===== config.mk =====
export PLATFORM = sky130hd
export DESIGN_NAME = perp_core_flat
export DESIGN_NICKNAME = d
export VERILOG_FILES = /design/src/perp_pkg.sv /design/src/perp_if.sv /design/src/perp_core.sv /design/src/flat_wrapper.sv
export SDC_FILE = /design/constraint.sdc
export NUM_CORES = 1
export LEC_CHECK = 0
export BUFFER_PORTS_ARGS = -buffer_cell sky130_fd_sc_hd__buf_2
export CAP_MARGIN = 20
export CORE_MARGIN = 2
export CORE_UTILIZATION = 38
export CTS_CLUSTER_DIAMETER = 30
export DETAILED_ROUTE_END_ITERATION = 10
export PLACE_DENSITY = 0.62
export SETUP_SLACK_MARGIN = 0.15
export SYNTH_ARGS = -nofsm -noshare
export SYNTH_HDL_FRONTEND = slang
export SYNTH_SLANG_ARGS = --single-unit

===== constraint.sdc =====
create_clock -name ref_clk -period 8.41 [get_ports ref_clk]
set_input_delay 1.2615 -clock ref_clk [delete_from_list [all_inputs] [get_ports ref_clk]]
set_output_delay 1.2615 -clock ref_clk [all_outputs]
set_load 0.1 [all_outputs]

===== src/perp_pkg.sv =====
package perp_pkg;
  localparam int HDR_W = 48;
  localparam int LOG_W = 128;
  localparam int MSG_W = 5;
  localparam int LADDR_HI = 47;
  localparam int LADDR_LO = 41;
  localparam int BCNT_HI = 40;
  localparam int BCNT_LO = 29;
  localparam int TC_HI = 28;
  localparam int TC_LO = 26;
  localparam int ATTR_HI = 25;
  localparam int ATTR_LO = 24;
  localparam int RID_HI = 23;
  localparam int RID_LO = 8;
  localparam int TAG_HI = 7;
  localparam int TAG_LO = 0;
  localparam int LOG_DEPTH = 4;
  localparam int CPL_BUSY_CYCLES = 4;
  localparam logic [2:0] CPL_SC = 3'h0;
  localparam logic [2:0] CPL_UR = 3'h1;
  localparam logic [2:0] CPL_CA = 3'h4;
  typedef enum logic [1:0] {
    PERP_ERR_UR,
    PERP_ERR_CA,
    PERP_ERR_ACS,
    PERP_ERR_OTHER
  } perp_err_t;
endpackage


===== src/perp_if.sv =====
`timescale 1ns/1ps
interface perp_if;
  logic errUnsupportedRequest;
  logic errCplAbort;
  logic errAcs;
  logic errOther;
  logic errLocked;
  logic errPosted;
  logic [47:0] errTlpCplHeader;
  logic [127:0] errAerHeaderLog;
  logic [4:0] aerIntMsgNum;
  logic errCplReady;
  logic errAerHeaderLogSet;
  modport core (
    input errUnsupportedRequest, errCplAbort, errAcs, errOther, errLocked, errPosted,
    input errTlpCplHeader, errAerHeaderLog, aerIntMsgNum,
    output errCplReady, errAerHeaderLogSet
  );
  modport user (
    output errUnsupportedRequest, errCplAbort, errAcs, errOther, errLocked, errPosted,
    output errTlpCplHeader, errAerHeaderLog, aerIntMsgNum,
    input errCplReady, errAerHeaderLogSet
  );
endinterface


===== src/perp_core.sv =====
`timescale 1ns/1ps
module perp_core (
  input wire logic ref_clk,
  input wire logic sys_rst,
  perp_if.core port,
  input wire logic legacyMode,
  input wire logic lockedTlpSeen,
  input wire logic logPop,
  output logic cplValid,
  output logic [2:0] cplStatus,
  output logic cplLocked,
  output logic [15:0] cplRequesterId,
  output logic [7:0] cplTag,
  output logic [2:0] cplTc,
  output logic [1:0] cplAttr,
  output logic [11:0] cplByteCount,
  output logic [6:0] cplLowerAddr,
  output logic [4:0] rootErrMsgNum,
  output logic [127:0] headerLogHead,
  output logic [2:0] logCount,
  output logic [7:0] errCount
);
  typedef struct packed {
    logic ready;
    logic [2:0] busy;
    logic cplValid;
    logic [2:0] cplStatus;
    logic cplLocked;
    logic [47:0] cplHdr;
    logic [4:0] msgNum;
    logic [2:0] count;
    logic [1:0] wrPtr;
    logic [1:0] rdPtr;
    logic logSet;
    logic [7:0] errCount;
    logic [127:0] head;
  } perp_core_t;

  perp_core_t st, next_st;
  logic [127:0] logMem [perp_pkg::LOG_DEPTH];
  logic takeUr, takeCa, anyErr, push, pop;

  function automatic logic isAccepted(input logic req, input logic rdy);
    return req & rdy;
  endfunction

  always_comb begin
    takeUr = isAccepted(port.errUnsupportedRequest, st.ready);
    takeCa = isAccepted(port.errCplAbort, st.ready) & ~port.errUnsupportedRequest;
    anyErr = takeUr | takeCa | port.errAcs | port.errOther;
    push = anyErr & (st.count != 3'(perp_pkg::LOG_DEPTH));
    pop = logPop & (st.count != 3'h0);
    next_st = st;
    next_st.cplValid = 1'b0;
    next_st.msgNum = port.aerIntMsgNum;
    if (st.busy != 3'h0) begin
      next_st.busy = st.busy - 3'h1;
    end else begin
      next_st.ready = 1'b1;
    end
    if ((takeUr | takeCa) & ~port.errPosted) begin
      next_st.ready = 1'b0;
      next_st.busy = 3'(perp_pkg::CPL_BUSY_CYCLES - 1);
      next_st.cplValid = 1'b1;
      next_st.cplStatus = takeUr ? perp_pkg::CPL_UR : perp_pkg::CPL_CA;
      next_st.cplHdr = port.errTlpCplHeader;
      if (legacyMode) begin
        next_st.cplLocked = port.errLocked;
      end else begin
        next_st.cplLocked = lockedTlpSeen;
      end
    end
    if (anyErr) begin
      next_st.errCount = st.errCount + 8'h01;
    end
    next_st.count = st.count + 3'(push) - 3'(pop);
    if (push) begin
      next_st.wrPtr = st.wrPtr + 2'h1;
    end
    if (pop) begin
      next_st.rdPtr = st.rdPtr + 2'h1;
    end
    next_st.logSet = (next_st.count == 3'(perp_pkg::LOG_DEPTH));
    next_st.head = logMem[st.rdPtr];
  end

  always_ff @(posedge ref_clk or posedge sys_rst) begin
    if (sys_rst) begin
      st <= '0;
    end else begin
      st <= next_st;
    end
  end

  always_ff @(posedge ref_clk) begin
    if (push) begin
      logMem[st.wrPtr] <= port.errAerHeaderLog;
    end
  end

  assign port.errCplReady = st.ready;
  assign port.errAerHeaderLogSet = st.logSet;
  assign cplValid = st.cplValid;
  assign cplStatus = st.cplStatus;
  assign cplLocked = st.cplLocked;
  assign cplRequesterId = st.cplHdr[perp_pkg::RID_HI:perp_pkg::RID_LO];
  assign cplTag = st.cplHdr[perp_pkg::TAG_HI:perp_pkg::TAG_LO];
  assign cplTc = st.cplHdr[perp_pkg::TC_HI:perp_pkg::TC_LO];
  assign cplAttr = st.cplHdr[perp_pkg::ATTR_HI:perp_pkg::ATTR_LO];
  assign cplByteCount = st.cplHdr[perp_pkg::BCNT_HI:perp_pkg::BCNT_LO];
  assign cplLowerAddr = st.cplHdr[perp_pkg::LADDR_HI:perp_pkg::LADDR_LO];
  assign rootErrMsgNum = st.msgNum;
  assign headerLogHead = st.head;
  assign logCount = st.count;
  assign errCount = st.errCount;
endmodule


===== src/flat_wrapper.sv =====
// flat-port wrapper written by rule: the top's interface ports become plain ports
module perp_core_flat 
  (ref_clk, sys_rst, legacyMode, lockedTlpSeen, logPop, cplValid, cplStatus, cplLocked, cplRequesterId, cplTag, cplTc, cplAttr, cplByteCount, cplLowerAddr, rootErrMsgNum, headerLogHead, logCount, errCount, port_errUnsupportedRequest, port_errCplAbort, port_errAcs, port_errOther, port_errLocked, port_errPosted, port_errTlpCplHeader, port_errAerHeaderLog, port_aerIntMsgNum, port_errCplReady, port_errAerHeaderLogSet);
  perp_if port_i ();
  input wire logic ref_clk;
  input wire logic sys_rst;
  input wire logic legacyMode;
  input wire logic lockedTlpSeen;
  input wire logic logPop;
  output logic cplValid;
  output logic [2:0] cplStatus;
  output logic cplLocked;
  output logic [15:0] cplRequesterId;
  output logic [7:0] cplTag;
  output logic [2:0] cplTc;
  output logic [1:0] cplAttr;
  output logic [11:0] cplByteCount;
  output logic [6:0] cplLowerAddr;
  output logic [4:0] rootErrMsgNum;
  output logic [127:0] headerLogHead;
  output logic [2:0] logCount;
  output logic [7:0] errCount;
  input wire logic [$bits(port_i.errUnsupportedRequest)-1:0] port_errUnsupportedRequest;
  input wire logic [$bits(port_i.errCplAbort)-1:0] port_errCplAbort;
  input wire logic [$bits(port_i.errAcs)-1:0] port_errAcs;
  input wire logic [$bits(port_i.errOther)-1:0] port_errOther;
  input wire logic [$bits(port_i.errLocked)-1:0] port_errLocked;
  input wire logic [$bits(port_i.errPosted)-1:0] port_errPosted;
  input wire logic [$bits(port_i.errTlpCplHeader)-1:0] port_errTlpCplHeader;
  input wire logic [$bits(port_i.errAerHeaderLog)-1:0] port_errAerHeaderLog;
  input wire logic [$bits(port_i.aerIntMsgNum)-1:0] port_aerIntMsgNum;
  output wire logic [$bits(port_i.errCplReady)-1:0] port_errCplReady;
  output wire logic [$bits(port_i.errAerHeaderLogSet)-1:0] port_errAerHeaderLogSet;
  assign port_i.errUnsupportedRequest = port_errUnsupportedRequest;
  assign port_i.errCplAbort = port_errCplAbort;
  assign port_i.errAcs = port_errAcs;
  assign port_i.errOther = port_errOther;
  assign port_i.errLocked = port_errLocked;
  assign port_i.errPosted = port_errPosted;
  assign port_i.errTlpCplHeader = port_errTlpCplHeader;
  assign port_i.errAerHeaderLog = port_errAerHeaderLog;
  assign port_i.aerIntMsgNum = port_aerIntMsgNum;
  assign port_errCplReady = port_i.errCplReady;
  assign port_errAerHeaderLogSet = port_i.errAerHeaderLogSet;
  perp_core u_core (.ref_clk(ref_clk), .sys_rst(sys_rst), .port(port_i), .legacyMode(legacyMode), .lockedTlpSeen(lockedTlpSeen), .logPop(logPop), .cplValid(cplValid), .cplStatus(cplStatus), .cplLocked(cplLocked), .cplRequesterId(cplRequesterId), .cplTag(cplTag), .cplTc(cplTc), .cplAttr(cplAttr), .cplByteCount(cplByteCount), .cplLowerAddr(cplLowerAddr), .rootErrMsgNum(rootErrMsgNum), .headerLogHead(headerLogHead), .logCount(logCount), .errCount(errCount));
endmodule

==> metrics.txt <==
syn nets=roughly 1.4k; Worst Setup Path Type=primary input to flop; Synthesis Warnings=0; Post-CTS Setup Repair Bufs=0; routed wire length=roughly 52 mm; post-place setup slack=4092 ps; total CTS buffers=~140; crit path max-delay cell type=buf_4; Slew Viols, Final=0; asr flop ratio synth=0.2859; TNS Setup=0 ps; Synth Flop Type=edfxtp_1; CP peak stage delay=about 780 ps; Final Hold Vio Count=0; RSZ-0062 raised after global routing=false; antenna violations before repair=21; layout cells sized above 1=0.5046; fmax=0.3035 GHz; via count=approximately 12k; largest net degree at the start of global routing=~90; Yosys cell types=30; die height=about 270 um; post-cts hold buffer count=0; post-detail-place hpwl=between 30 and 40 mm; Placer Congestion=approximately 0.71; Syn Area/Cell=around 22 sq um; FP Rows=96; max capacitance violation total=0; H-tree depth=4; number of flops mapped to enable cells by yosys=512; Remaining DRCs=0; top cells by area, synth=edfxtp_1 (59%), dfrtp_1 (20%), mux4_2 (11%), buf_4 (5.6%), mux2_2 (2.3%); Synth Instances=1199; vias in the first global route=between 10k and 15k; die width=roughly 270 um; number of vias per cell=4.683; Net count, final=about 1.7k; largest buffer count on any clock path=3; Final period util=0.3917; clk sink count=~700; Post-synth top cells=edfxtp_1 (512), dfrtp_1 (205), buf_4 (196), mux4_2 (128), mux2_2 (53); CP top delay family=buffers and inverters; post-CTS resize count=0; I/O Buffers=389; IO Pins=a little under 400; Worst setup EP type=flop; first-pass GRT wire length=77.87 mm; Reg clk slew, reported paths=about 40 ps; slew at the pin closest to its max-slew limit=roughly 1100 ps; core area=68470 sq um; CP Cell Sequence=buf_2, o21ai_2, a32oi_4, and2_4, buf_16, buf_4; Tot GR Track Use=0.1485; Critical Path AT=3600 ps; crit path time final=3294 ps; Core Util, Final=0.4772; CTS tree=done; sequential fraction of the synthesis area=0.7812; skew final=between 30 and 40 ps; Final WS setup=~5000 ps; 1st-pass router iterations=5; peak fanout along the critical path=64; Post-DRT Antenna Nets=0; status=finished clean; WP buf/inv=3; DR WL/cell=20.84 um; P&R area growth vs syn=24.47%; most common cell in the synthesized netlist=edfxtp_1; worst path required time=between 8000 and 9000 ps; later-pin clock latency in the skew report=710 ps; Worst slew margin=0.2924; Synth top area share=0.5858; Setup-failing EPs final=0; Starting DRT DRC Count=approximately 600; mapped cell area=about 26000 sq um; reg2reg setup slack=~5400 ps; CP startpoint kind=primary input; root buf cell=clkbuf_16; worst min-delay path class=flop to flop; flops & latches, synth=roughly 720; gr ovfl total=0; Starting Density=0.3834; Yosys top cell by area=edfxtp_1; Die ar.=a little over 70000 sq um
registers in the layout (all words and copies together) (netlist names):
name and cells:
u_core.logMem 512, u_core.headerLogHead 128, u_core.cplRequesterId 16, u_core.cplByteCount 12
u_core.cplTag 8, u_core.errCount 8, u_core.cplLowerAddr 7, u_core.st 7
u_core.rootErrMsgNum 5, u_core.cplTc 3, u_core.logCount 3, u_core.cplAttr 2
u_core.cplStatus 2, u_core.cplLocked 1, u_core.cplValid 1, u_core.port.errAerHeaderLogSet 1
u_core.port.errCplReady 1
per-layer routing:
layer  wire [um]  track usage
met4        1443      0.06590
met5         168            0
met2       25190       0.2349
met3        4396      0.05914
met1       21290       0.1799
cell families (layout without fill, tap and decap cells):
| family | count (synthesis) | after routing | share of synthesized area |
|---|---|---|---|
| DFF | 717 | 717 | 0.7812 |
| buffers and inverters | 240 | 674 | 0.06764 |
| xor gates and xnor gates | 13 | 13 | 0.004338 |
| adders and majority gates | 10 | 10 | 0.005053 |
| other | 1 | 5 | 0.0001429 |
| muxes | 182 | 182 | 0.1329 |
| AOI/OAI and AO/OA | 13 | 13 | 0.004291 |
| and+or+nand+nor | 23 | 23 | 0.004386 |
stage by stage:
step           instance area (sq um)  std cells  hold slack (ps)
6_report                       32670       2519            463.7
5_1_grt                        32670       2517            500.5
4_1_cts                        32630       2514            466.9
3_5_place_dp                   27700       2251            461.5
3_3_place_gp                   27700       2251            457.5
2_1_floorplan                  26250       1199            442.8
path summary, 6_finish.rpt:
kind	from	endpoint	cells past startpoint
setup / recovery	port_errCplAbort	u_core.logMem[3][94]$_DFFE_PP_	6
hold / removal	u_core.errCount[7]$_DFFE_PP0P_	u_core.errCount[7]$_DFFE_PP0P_	1
setup reg to reg	u_core.port.errCplReady$_DFFE_PP0P_	u_core.logMem[3][94]$_DFFE_PP_	5
hold reg to reg	u_core.errCount[7]$_DFFE_PP0P_	u_core.errCount[7]$_DFFE_PP0P_	1
max in group asynchronous	sys_rst	u_core.st[137]$_DFFE_PP0P_	3
min in group asynchronous	sys_rst	u_core.cplLowerAddr[6]$_DFFE_PP0P_	2
final cells by class:
class / count / area (sq um)
antenna: 4 / 10.01
clock buffer: 177 / 3804
clock inverter: 86 / 1129
fill: 5595 / 35790
inverter: 11 / 48.80
multi-input combinational: 242 / 3978
sequential: 717 / 20510
tap: 882 / 1104
timing repair buffer: 400 / 2087
layout by cell type, fill, tap and decap left out, drive strengths merged, types with 9 or more instances in the layout:
cell,synthesis,final
edfxtp,512,512
buf,227,400
dfrtp,205,205
clkbuf,2,177
mux4,128,128
clkinv,0,57
mux2,53,53
inv,11,20
bufinv,0,15
xor2,9,9
ha,9,9
Power is left out: the tool's default activity adds up to more than one toggle a clock period on the data nets, which glitch-free logic cannot reach.
